==> src/hw/chan_cfg.svh <==
// constants shared by the current output channel and its com unit end
// Behaviour
// rate limit in percent per second, zero disables
// simulation mode outputs stored percentage, -25..125
// flag sets invalid status on simulation value
// error with substitute mode outputs substitute value
// substitute value always carries invalid status
// twelve bit code spans zero to 25 mA
// 4..20 mA equals 2500 steps of 0.04%
// one conversion every 50 ms
// word exchanged every 6.5 ms, independent of conversion
// fieldbus master writes words into com unit memory
// process data is unsigned 0 to 65535
// one 16-bit word, low four bits status
// status bits dropped when scaling is nonstandard
// bit 1 is invalid flag, 1 invalid
// bits 15..4 carry 12-bit value, no inputs
// exactly one output channel
// normal passes live value, simulation passes stored
// error strategy: current, substitute or last valid
// output off 500 ms after three failed exchanges
// 10000 points 0 percent, 50000 points 100 percent
// each word loads target code from bits 15..4
// limiter steps toward target, never overshoots
`ifndef CHAN_CFG_SVH
`define CHAN_CFG_SVH
// ****************************************************************
// timing
// ****************************************************************
`define CLK_MHZ 25
`define EXCH_US 6500
`define CONV_US 50000
`define WDOG_US 500000
`define FAIL_LIMIT 2'h3
// ****************************************************************
// word layout and scaling
// ****************************************************************
`define INVALID_BIT 1
`define VALUE_LSB 4
`define VALUE_MSB 15
`define ZERO_PCT_CODE 13'sh0271
`define PCT_MIN 13'sh1D8F
`define PCT_MAX 13'sh0C35
`define RATE_NUM 4'h5
`define RATE_SHIFT 2
// ****************************************************************
// com unit register map
// ****************************************************************
`define REG_OUT_WORD 8'h00
`define REG_CTRL 8'h04
`define REG_STATUS 8'h08
`define CTRL_ENABLE 0
`define CTRL_BAD_PARITY 1
`define STATUS_ACK 16
`endif

==> src/hw/chan_pkg.sv <==
// types used by the current output channel and its bench
package chan_pkg;
	typedef logic [11:0] dac_code_t;
	typedef logic signed [12:0] pct_t;
	typedef enum logic [1:0] {ERR_CURRENT, ERR_SUBST, ERR_LAST} err_mode_e;
endpackage

==> src/hw/chan_link_if.sv <==
// link between com unit and current output module
`timescale 1ns/1ns
interface chan_link_if;
	logic word_valid;
	logic [15:0] word;
	logic parity;
	logic ack;
	modport dev (input word_valid, input word, input parity, output ack);
	modport com (output word_valid, output word, output parity, input ack);
endinterface

==> src/hw/current_output_channel.sv <==
// device end: unpacks output word, selects mode, rate limits, drives converter
//
// The register offsets and the AHB-Lite interface to the registers were decided locally.
`timescale 1ns/1ns
`include "chan_cfg.svh"
module current_output_channel
#(
	parameter int unsigned EXCH_CYC = `EXCH_US * `CLK_MHZ,
	parameter int unsigned SLOT_CYC = EXCH_CYC + EXCH_CYC / 2,
	parameter int unsigned CONV_CYC = `CONV_US * `CLK_MHZ,
	parameter int unsigned WDOG_CYC = `WDOG_US * `CLK_MHZ
)
(
	input wire logic hclk,
	input wire logic hresetn,
	chan_link_if.dev link,
	input wire logic sim_mode,
	input chan_pkg::err_mode_e err_mode,
	input wire logic sim_invalid_cfg,
	input chan_pkg::pct_t sim_pct,
	input chan_pkg::pct_t subst_pct,
	input wire logic [7:0] rate_pct,
	input wire logic scale_std,
	input wire logic line_fault,
	output chan_pkg::dac_code_t dac_code,
	output logic dac_load,
	output logic status_invalid,
	output logic out_off
);
	localparam int CW = 24;
	logic lf_s1_q;
	logic lf_s2_q;
	logic ack_q;
	logic [CW-1:0] slot_cnt_q;
	logic [1:0] fail_cnt_q;
	logic [CW-1:0] wd_cnt_q;
	logic out_off_q;
	logic [CW-1:0] conv_cnt_q;
	chan_pkg::dac_code_t live_code_q;
	logic word_inv_q;
	chan_pkg::dac_code_t last_valid_q;
	chan_pkg::dac_code_t dac_code_q;
	logic dac_load_q;
	logic status_invalid_q;
	logic good_word;
	logic slot_timeout;
	logic fail_event;
	logic conv_tick;
	logic fault;
	chan_pkg::dac_code_t tgt;
	logic tgt_inv;
	chan_pkg::dac_code_t step;
	logic [11:0] rate_scaled;

	// percentage in 0.04% units to converter code, clamped to -25..125 %
	function automatic chan_pkg::dac_code_t pct_code(input chan_pkg::pct_t p);
		chan_pkg::pct_t c;
		chan_pkg::pct_t s;
		c = p;
		if (c < `PCT_MIN)
			c = `PCT_MIN;
		if (c > `PCT_MAX)
			c = `PCT_MAX;
		s = c + `ZERO_PCT_CODE;
		return s[11:0];
	endfunction

	// ****************************************************************
	// link intake
	// ****************************************************************
	// a word counts only when its even parity checks
	assign good_word = link.word_valid && (link.parity == ^link.word);
	assign slot_timeout = (slot_cnt_q == CW'(SLOT_CYC - 1));
	assign fail_event = (link.word_valid && !good_word) || slot_timeout;

	// line fault pin through two flops
	always_ff @(posedge hclk or negedge hresetn)
	begin
		if (!hresetn)
		begin
			lf_s1_q <= 1'b0;
			lf_s2_q <= 1'b0;
		end
		else
		begin
			lf_s1_q <= line_fault;
			lf_s2_q <= lf_s1_q;
		end
	end

	// unpack value and invalid flag of each good word
	always_ff @(posedge hclk or negedge hresetn)
	begin
		if (!hresetn)
		begin
			live_code_q <= 12'h000;
			word_inv_q <= 1'b0;
		end
		else if (good_word)
		begin
			live_code_q <= link.word[`VALUE_MSB:`VALUE_LSB];
			word_inv_q <= scale_std ? link.word[`INVALID_BIT] : 1'b0;
		end
	end

	// acknowledge pulse one cycle after a good word
	always_ff @(posedge hclk or negedge hresetn)
	begin
		if (!hresetn)
			ack_q <= 1'b0;
		else
			ack_q <= good_word;
	end

	assign link.ack = ack_q;

	// ****************************************************************
	// exchange watchdog
	// ****************************************************************
	// slot timer restarts on every word and on expiry, expires after one and a half exchange periods without a word
	always_ff @(posedge hclk or negedge hresetn)
	begin
		if (!hresetn)
			slot_cnt_q <= '0;
		else if (link.word_valid || slot_timeout)
			slot_cnt_q <= '0;
		else
			slot_cnt_q <= slot_cnt_q + 1'b1;
	end

	// consecutive failures, saturating
	always_ff @(posedge hclk or negedge hresetn)
	begin
		if (!hresetn)
			fail_cnt_q <= 2'h0;
		else if (good_word)
			fail_cnt_q <= 2'h0;
		else if (fail_event && fail_cnt_q != `FAIL_LIMIT)
			fail_cnt_q <= fail_cnt_q + 2'h1;
	end

	// switch off once failures have persisted for the watchdog time
	always_ff @(posedge hclk or negedge hresetn)
	begin
		if (!hresetn)
		begin
			wd_cnt_q <= '0;
			out_off_q <= 1'b0;
		end
		else if (good_word)
		begin
			wd_cnt_q <= '0;
			out_off_q <= 1'b0;
		end
		else if (fail_cnt_q == `FAIL_LIMIT && !out_off_q)
		begin
			if (wd_cnt_q == CW'(WDOG_CYC - 1))
				out_off_q <= 1'b1;
			else
				wd_cnt_q <= wd_cnt_q + 1'b1;
		end
	end

	// ****************************************************************
	// mode and error selection
	// ****************************************************************
	assign fault = word_inv_q || lf_s2_q;

	// remember last value seen without a fault
	always_ff @(posedge hclk or negedge hresetn)
	begin
		if (!hresetn)
			last_valid_q <= 12'h000;
		else if (!fault)
			last_valid_q <= live_code_q;
	end

	// target code and its status
	always_comb
	begin
		tgt = live_code_q;
		tgt_inv = fault;
		if (sim_mode)
		begin
			tgt = pct_code(sim_pct);
			tgt_inv = sim_invalid_cfg;
		end
		else if (fault)
		begin
			unique case (err_mode)
				chan_pkg::ERR_CURRENT: tgt = live_code_q;
				chan_pkg::ERR_SUBST:
				begin
					tgt = pct_code(subst_pct);
					tgt_inv = 1'b1;
				end
				chan_pkg::ERR_LAST: tgt = last_valid_q;
				default: tgt = live_code_q;
			endcase
		end
	end

	// ****************************************************************
	// conversion and rate limiter
	// ****************************************************************
	assign conv_tick = (conv_cnt_q == CW'(CONV_CYC - 1));

	// one converter update per conversion period
	always_ff @(posedge hclk or negedge hresetn)
	begin
		if (!hresetn)
			conv_cnt_q <= '0;
		else if (conv_tick)
			conv_cnt_q <= '0;
		else
			conv_cnt_q <= conv_cnt_q + 1'b1;
	end

	// percent per second to codes per 50 ms, at least one code
	assign rate_scaled = (12'(rate_pct) * 12'(`RATE_NUM)) >> `RATE_SHIFT;
	assign step = (rate_scaled == 12'h000) ? 12'h001 : rate_scaled;

	// converter code moves toward target without overshoot
	always_ff @(posedge hclk or negedge hresetn)
	begin
		if (!hresetn)
			dac_code_q <= 12'h000;
		else if (conv_tick)
		begin
			if (out_off_q)
				dac_code_q <= 12'h000;
			else if (rate_pct == 8'h00)
				dac_code_q <= tgt;
			else if (tgt > dac_code_q)
				dac_code_q <= (tgt - dac_code_q > step) ? dac_code_q + step : tgt;
			else if (tgt < dac_code_q)
				dac_code_q <= (dac_code_q - tgt > step) ? dac_code_q - step : tgt;
		end
	end

	// load strobe follows each conversion, status follows the target every cycle
	always_ff @(posedge hclk or negedge hresetn)
	begin
		if (!hresetn)
		begin
			dac_load_q <= 1'b0;
			status_invalid_q <= 1'b0;
		end
		else
		begin
			dac_load_q <= conv_tick;
			status_invalid_q <= tgt_inv;
		end
	end

	assign dac_code = dac_code_q;
	assign dac_load = dac_load_q;
	assign status_invalid = status_invalid_q;
	assign out_off = out_off_q;
endmodule

==> src/flat_wrapper.sv <==
// flat-port wrapper written by rule: the top's interface ports become plain ports
module current_output_channel_flat 
#(
	parameter int unsigned EXCH_CYC = `EXCH_US * `CLK_MHZ,
	parameter int unsigned SLOT_CYC = EXCH_CYC + EXCH_CYC / 2,
	parameter int unsigned CONV_CYC = `CONV_US * `CLK_MHZ,
	parameter int unsigned WDOG_CYC = `WDOG_US * `CLK_MHZ
)
  (hclk, hresetn, sim_mode, err_mode, sim_invalid_cfg, sim_pct, subst_pct, rate_pct, scale_std, line_fault, dac_code, dac_load, status_invalid, out_off, link_word_valid, link_word, link_parity, link_ack);
  chan_link_if link_i ();
  input wire logic hclk;
  input wire logic hresetn;
  input wire logic sim_mode;
  input chan_pkg::err_mode_e err_mode;
  input wire logic sim_invalid_cfg;
  input chan_pkg::pct_t sim_pct;
  input chan_pkg::pct_t subst_pct;
  input wire logic [7:0] rate_pct;
  input wire logic scale_std;
  input wire logic line_fault;
  output chan_pkg::dac_code_t dac_code;
  output logic dac_load;
  output logic status_invalid;
  output logic out_off;
  input wire logic [$bits(link_i.word_valid)-1:0] link_word_valid;
  input wire logic [$bits(link_i.word)-1:0] link_word;
  input wire logic [$bits(link_i.parity)-1:0] link_parity;
  output wire logic [$bits(link_i.ack)-1:0] link_ack;
  assign link_i.word_valid = link_word_valid;
  assign link_i.word = link_word;
  assign link_i.parity = link_parity;
  assign link_ack = link_i.ack;
  current_output_channel #(.EXCH_CYC(EXCH_CYC), .SLOT_CYC(SLOT_CYC), .CONV_CYC(CONV_CYC), .WDOG_CYC(WDOG_CYC)) u_core (.hclk(hclk), .hresetn(hresetn), .link(link_i), .sim_mode(sim_mode), .err_mode(err_mode), .sim_invalid_cfg(sim_invalid_cfg), .sim_pct(sim_pct), .subst_pct(subst_pct), .rate_pct(rate_pct), .scale_std(scale_std), .line_fault(line_fault), .dac_code(dac_code), .dac_load(dac_load), .status_invalid(status_invalid), .out_off(out_off));
endmodule
==> config.mk <==
export PLATFORM = sky130hd
export DESIGN_NAME = current_output_channel_flat
export DESIGN_NICKNAME = d
export VERILOG_FILES = /design/src/hw/chan_pkg.sv /design/src/hw/chan_link_if.sv /design/src/hw/current_output_channel.sv /design/src/flat_wrapper.sv
export VERILOG_INCLUDE_DIRS = /design/src /design/src/hw
export SDC_FILE = /design/constraint.sdc
export NUM_CORES = 1
export LEC_CHECK = 0
export BUFFER_PORTS_ARGS = -buffer_cell sky130_fd_sc_hd__buf_2
export CAP_MARGIN = 0
export CORE_ASPECT_RATIO = 1.1
export CORE_UTILIZATION = 60
export CTS_CLUSTER_SIZE = 10
export DETAILED_ROUTE_END_ITERATION = 8
export GPL_TIMING_DRIVEN = 0
export PLACE_DENSITY_LB_ADDON = 0.25
export SLEW_MARGIN = 5
export SYNTH_ARGS = -nofsm -noshare
export SYNTH_HDL_FRONTEND = slang
export SYNTH_SLANG_ARGS = --single-unit
==> constraint.sdc <==
create_clock -name hclk -period 14.8 [get_ports hclk]
set_clock_uncertainty 0.15 [all_clocks]
set_input_delay 0.74 -clock hclk [delete_from_list [all_inputs] [get_ports hclk]]
set_output_delay 0.74 -clock hclk [all_outputs]
set_load 0.05 [all_outputs]
==> metrics.yaml, run 1 <==
cts:
  cts_tree: "yes"
  cts.clk_slew.worst_paths_ps: 50
  cts_buffers: 17
  cts.sinks: 117
  clkLatencyLatePin_ps: 410
  root_buffer: "clkbuf_16"
  htree_levels: 4
  clk_path_buf_depth: 2
  cts_hold_buffers: 0
  cts_resized: 0
  post-cts-setup-buffers: 0
synth:
  ys_seq_area_frac: 0.3120
  synth_edf_count: 0
  async_flop_share: 1.000
  ys_warn_count: 0
  mappedNetlistArea_mm2: 0.009384
  synth.distinct_cells: 70
  synth-seq-cells: 117
  synthTopCellsByArea: "dfrtp_1, ha_1, xnor2_1"
  synth_ff_type: "dfrtp_1"
  yosys.area.top_type: "dfrtp_1"
  yosysTopAreaCellShare: 0.3120
  netlist_instances: 1107
  syn_nets: 1253
  avgSynthCellArea_um2: 8.477
drt:
  wirelength_um: 23190
  drc: 0
  viasPerCell: 5.977
  drt_iter0_drc: 579
  dr_wl_met2_um: 11060
  wl_met1_um: 10200
  final_antenna_net_count: 0
  highest_layer: "met4"
  met3_length_um: 1333
  via_count: 8434
  dr.pass1.iters: 5
  wl_per_cell_um: 16.44
power:
  cellInternalPower_mw: 0.8791
  fin_total_pwr_mw: 1.381
  share_seq_of_total_power: 0.288
  switching_share: 0.3636
  power.leakage_nw: 4.891
  cellPowerDensity_mw_per_mm2: 129.6
  clockPowerShare: 0.312
  p_sw_mw: 0.5023
  ir_drop_mv: 0.09439
  combinationalPowerShare: 0.400
timing:
  setup_viol: 0
  post-route-period-util: 0.5631
  slew_violations: 0
  max_clock_freq_mhz: 120.0
  post-route-min-period_ps: 8333
  final.hold.worst_slack_ps: 144.2
  rsz0062_at_grt: "no"
  relSlewSlack: 0.2365
  fin_setup_tns_ps: 0
  hold_viol_final: 0
  worstMarginPinSlew_ps: 1133
floorplanning:
  die_height_um: 133.2
  io_pins: 76
  rows: 47
  start_util: 0.6185
  die_w_um: 121.2
  design.die.area_mm2: 0.01614
  core-area_mm2: 0.01517
final_layout:
  drive_gt1_frac: 0.1251
  fin_cells: 1411
  area_growth_pct: 13.60
  n_antenna_cell: 0
  fin_nets: 1348
global_route:
  track_usage: 0.2961
  grt_overflow: 0
  antenna_found_initial: 0
  grt_pass1_wl_um: 38020
  grt_pass1_vias: 8039
  grt_max_degree: 61
place:
  dp.cells: 1379
  gp_congestion: 0.8964
  portBuffers: 75
  dp_hpwl_um: 17060
worst_setup_path:
  cpPeakStageDelay_ps: 550
  slowest_stage: "or4_1"
  worstPathRequired_ps: 14970
  critPathCaptureType: "register"
  cp_max_fo: 10
  critPathBufInv: 4
  cp_top_family: "compound AO/OA/AOI/OAI gates"
  cp-start-kind: "input port"
  crit_path_frequent_cell: "ha_1"
  path_class: "in -> reg"
  crit_arrival_ps: 8500
  reg2reg_slack_ps: 8660
worst_hold_path:
  hp-class: "in -> async"
outcome:
  outcome: "finished clean"
flow_run:
  cap_viol_max_count: 0
-- final cells by class --
class	count	area [µm²]
buffer	45	181.4
clock buffer	19	442.9
clock inverter	13	178.9
fill	1245	4512
inverter	69	259.0
multi-input combinational	876	6016
sequential	117	2928
tap	196	245.2
timing repair buffer	76	409.1
-- registers in the layout, indices dropped and copies added (netlist names), 2 cells and up --
register             count
u_core.dac_code         12
u_core.live_code_q      12
u_core.fail_cnt_q        2
u_core.last_valid_q     12
u_core.wd_cnt_q         24
u_core.slot_cnt_q       24
u_core.conv_cnt_q       24
-- cells in the mapped netlist (13+ instances only) --
| cell | count |
|---|---|
| a21oi_1 | 59 |
| and3_1 | 21 |
| clkbuf_1 | 38 |
| dfrtp_1 | 117 |
| ha_1 | 81 |
| inv_1 | 69 |
| mux2_2 | 24 |
| nand2_1 | 85 |
| nand2b_1 | 15 |
| nand3_1 | 46 |
| nand4_1 | 19 |
| nor2_1 | 138 |
| nor2b_1 | 15 |
| nor3_1 | 28 |
| nor4_1 | 15 |
| o21a_1 | 13 |
| o21ai_0 | 37 |
| xnor2_1 | 63 |
| xor2_1 | 47 |
-- stage by stage --
step	cell area, µm²	util	setup WS, ps
5_1_grt	10660	0.7026	6013
2_1_floorplan	9384	-	7353
3_3_place_gp	10000	0.6594	6314
4_1_cts	10660	0.7026	6645
3_5_place_dp	10040	0.6616	6238
6_report	10660	0.7026	6467
-- worst reg2reg max path, cell delays in order, from the launching register on --
cell and delay [ps]:
dfrtp_1 400, nor2_1 300, or2_2 210, clkbuf_1 330, a221o_1 170, o21ai_0 100, o21ai_0 610, ha_1 390
nor2b_1 160, o2111ai_1 310, a31oi_1 210, xor2_1 190, ha_1 320, a22o_1 230, nor4_1 170, a211oi_1 160
a221o_1 350, o21ai_2 440, nor3_1 90, or4_1 550, o31ai_2 220
-- cell families (layout without fill, tap and decap cells) --
kind of cell / Yosys count / in the layout / share of synthesized area
AND/OR/NAND/NOR: 428 / 428 / 0.2217
AO/OA/AOI/OAI: 224 / 224 / 0.1636
flip-flops: 117 / 117 / 0.3120
buffers and inverters: 114 / 222 / 0.04693
XOR/XNOR: 111 / 111 / 0.1051
adder cells (fa/ha/maj): 86 / 86 / 0.1187
multiplexers: 27 / 27 / 0.03200
-- routing by layer --
layer | GRT usage | vias up
li1 | - | 4109
met4 | 0.1049 | 0
met1 | 0.4015 | 3996
met2 | 0.4806 | 282
met3 | 0.04580 | 47
met5 | 0 | -
-- cell usage in the layout (no fill, tap or decap), types with 17 or more instances in the layout --
cell type / n
nor2_1: 138
ha_1: 81
xnor2_1: 63
nand3_1: 46
xor2_1: 47
mux2_2: 24
clkbuf_1: 39
nor3_1: 28
buf_2: 78
inv_1: 69
a21oi_1: 59
o21ai_0: 37
and3_1: 21
clkbuf_16: 17
dfrtp_1: 117
nand4_1: 19
nand2_1: 85
-- power by group through the flow --
| stage | Clock [mW] | Sequential, mW | Combinational [mW] |
|---|---|---|---|
| 5_1_grt | 0.448 | 0.403 | 0.610 |
| 2_1_floorplan | 0 | 0.393 | 0.406 |
| 3_3_place_gp | 0 | 0.399 | 0.528 |
| 6_report | 0.431 | 0.398 | 0.552 |
| 3_5_place_dp | 0 | 0.401 | 0.540 |
| 4_1_cts | 0.437 | 0.397 | 0.546 |
-- worst paths after layout --
| path | from | end | depth (start not counted) |
|---|---|---|---|
| setup / recovery | subst_pct[2] | u_core.dac_code[8] | 34 |
| min in group hclk | u_core.lf_s1_q | u_core.lf_s2_q | 0 |
| setup reg to reg | u_core.lf_s2_q | u_core.dac_code[8] | 20 |
| max in group asynchronous | hresetn | u_core.last_valid_q[8] | 2 |
| hold / removal | hresetn | u_core.conv_cnt_q[12] | 1 |
| hold reg to reg | u_core.lf_s1_q | u_core.lf_s2_q | 0 |
(Power assumes the default switching activity.)
==> inputs of run 2 (changes only) <==
==> constraint.sdc (replaced) <==
create_clock -name hclk -period 8.4 [get_ports hclk]
set_clock_uncertainty 0.15 [all_clocks]
set_input_delay 0.42 -clock hclk [delete_from_list [all_inputs] [get_ports hclk]]
set_output_delay 0.42 -clock hclk [all_outputs]
set_load 0.05 [all_outputs]
==> run 2 against run 1 <==
Against the previous run:
- via count barely moved
- first-iteration DRC count fell by 1.4%
- combinational power rose by 77%
- wire length barely moved
- critical path type unchanged
- count of clock-buffer cells in the layout did not move
- critical endpoint is now u_core.dac_code[11]
- final cell count rose by 0.14%
==> metrics.yaml, run 2 (same netlist as run 1, synthesis figures left out) <==
place:
  gp_congestion: 0.8964  # unchanged
  dp.cells: 1379  # unchanged
  portBuffers: 75  # unchanged
  dp_hpwl_um: 17060  # unchanged
timing:
  rsz0062_at_grt: "no"
  post-route-min-period_ps: 7925
  worstMarginPinSlew_ps: 1118  # -15.60 ps
  relSlewSlack: 0.2470  # +0.01051
  max_clock_freq_mhz: 126.2
  slew_violations: 0  # unchanged
  fin_setup_tns_ps: 0  # unchanged
  setup_viol: 0  # unchanged
  hold_viol_final: 0  # unchanged
  post-route-period-util: 0.9434
worst_setup_path:
  path_class: "in -> reg"
  crit_path_frequent_cell: "ha_1"
  worstPathRequired_ps: 8540  # -6430 ps
  cpPeakStageDelay_ps: 560  # about the same
  crit_arrival_ps: 8070  # -430 ps
  critPathCaptureType: "register"
  cp_max_fo: 10  # unchanged
  cp-start-kind: "input port"
  slowest_stage: "a211oi_2"
floorplanning:
  design.die.area_mm2: 0.01614  # unchanged
  rows: 47  # unchanged
  start_util: 0.6185  # unchanged
  die_w_um: 121.2  # unchanged
  io_pins: 76  # unchanged
  die_height_um: 133.2  # unchanged
  core-area_mm2: 0.01517  # unchanged
flow_run:
  cap_viol_max_count: 0  # unchanged
drt:
  dr.pass1.iters: 5  # unchanged
  drc: 0  # unchanged
  wl_met1_um: 10300  # +0.97%
  via_count: 8427  # -0.083%
  highest_layer: "met4"
  met3_length_um: 1210  # -9.2%
  drt_iter0_drc: 571  # -1.4%
  wirelength_um: 23190  # about the same
  wl_per_cell_um: 16.41  # -0.15%
  final_antenna_net_count: 0  # unchanged
  dr_wl_met2_um: 11090  # +0.29%
  viasPerCell: 5.964  # -0.22%
final_layout:
  fin_nets: 1350  # +0.15%
  ff_latch_area_mm2: 0.002928  # unchanged
  fin_cells: 1413  # +0.14%
  n_fill_cell: 1242  # -0.24%
  final_cell_mix: "nor2_1, dfrtp_1, nand2_1, ha_1, buf_2"
  n_antenna_cell: 0  # unchanged
  reg.largest.list: "u_core.conv_cnt_q: 24 flops, u_core.slot_cnt_q: 24 flops, u_core.wd_cnt_q: 24 flops"
  final_common_cell: "nor2_1"
  multi_input_area_mm2: 0.006023  # +0.12%
  area_growth_pct: 13.89
  post-route-util: 0.7044  # +0.001815
  drive_gt1_frac: 0.1249  # -0.0002056
cts:
  cts_tree: "yes"
  root_buffer: "clkbuf_16"
  clkLatencyLatePin_ps: 410  # about the same
  cts.sinks: 117  # unchanged
  cts_buffers: 17  # unchanged
  cts.clk_slew.worst_paths_ps: 60  # about the same
  post-cts-setup-buffers: 0  # unchanged
  clk_path_buf_depth: 2  # unchanged
  htree_levels: 4  # unchanged
global_route:
  grt_overflow: 0  # unchanged
  track_usage: 0.2962  # about the same
  grt_max_degree: 61  # unchanged
  grt_pass1_wl_um: 38050  # about the same
  antenna_found_initial: 0  # unchanged
  grt_pass1_vias: 8053  # +0.17%
power:
  cellPowerDensity_mw_per_mm2: 228.2  # +76%
  power.leakage_nw: 4.901  # +0.19%
  ir_drop_mv: 0.1667  # +77%
  fin_total_pwr_mw: 2.439  # +77%
outcome:
  outcome: "finished clean"
worst_hold_path:
  hp-class: "in -> reg"
==> run 2: changes by cell type in the layout (fill, tap and decap cells not counted) <==
cell,delta
dlygate4sd3_1,+2
o21ai_2,-1
o21ai_4,+1
==> run 2: routing by layer <==
layer / vias to the layer above / track usage
met2: 248 / 0.4813
met1: 4020 / 0.4015
met5: - / 0
met3: 52 / 0.04580
met4: 0 / 0.1049
li1: 4107 / -
==> run 2: worst paths after layout <==
check                                start               endpoint  slack [ps]  cells after the start
max in group asynchronous          hresetn     u_core.dac_code[8]        7040                      3
min in group asynchronous          hresetn  u_core.conv_cnt_q[12]         390                      2
hold / removal             sim_invalid_cfg  u_core.status_invalid         120                      3
setup reg to reg            u_core.lf_s2_q    u_core.dac_code[11]        2300                     21
hold reg to reg             u_core.lf_s1_q         u_core.lf_s2_q         270                      0
setup / recovery              subst_pct[2]    u_core.dac_code[11]         480                     35
==> run 2: power by group <==
group	leakage, nW	internal [mW]	switching, mW
Clock	0.307	0.503	0.254
Combinational	3.04	0.408	0.571
Sequential	1.55	0.640	0.0623
Total	4.90	1.55	0.888
==> run 2: critical path, delay by kind of cell <==
kind | cells | cell delay, ps
AOI/OAI and AO/OA | 17 | 4210
xor gates and xnor gates | 1 | 120
adders and majority gates | 4 | 1070
buffers and inverters | 4 | 700
and+or+nand+nor | 9 | 1540
==> run 2: stage by stage <==
stage | worst slack (ps) | area [µm²] | hold slack, ps
after global placement | 233.9 | 10000 | 239.7
after floorplan | 1273 | 9384 | -25.59
final | 475.3 | 10690 | 115.6
after detailed placement | 158.1 | 10040 | 237.2
after CTS | 564.9 | 10680 | 101.7
after global routing | 15.98 | 10690 | 118.5
==> run 2: final cells by class <==
class,count,area share
well taps,196,0.02295
clock inverters,13,0.01674
repair buffers,78,0.04015
plain buffers,45,0.01697
inverters,69,0.02423
flip-flops and latches,117,0.2739
multi-input cells,876,0.5636
clock buffers,19,0.04144
==> run 2: repair_timing <==
item,4_1_cts,5_1_grt
gates resized for setup,0,1
endpoints found under the setup margin,0,1
hold endpoints to repair,58,0
hold buffers,2,0
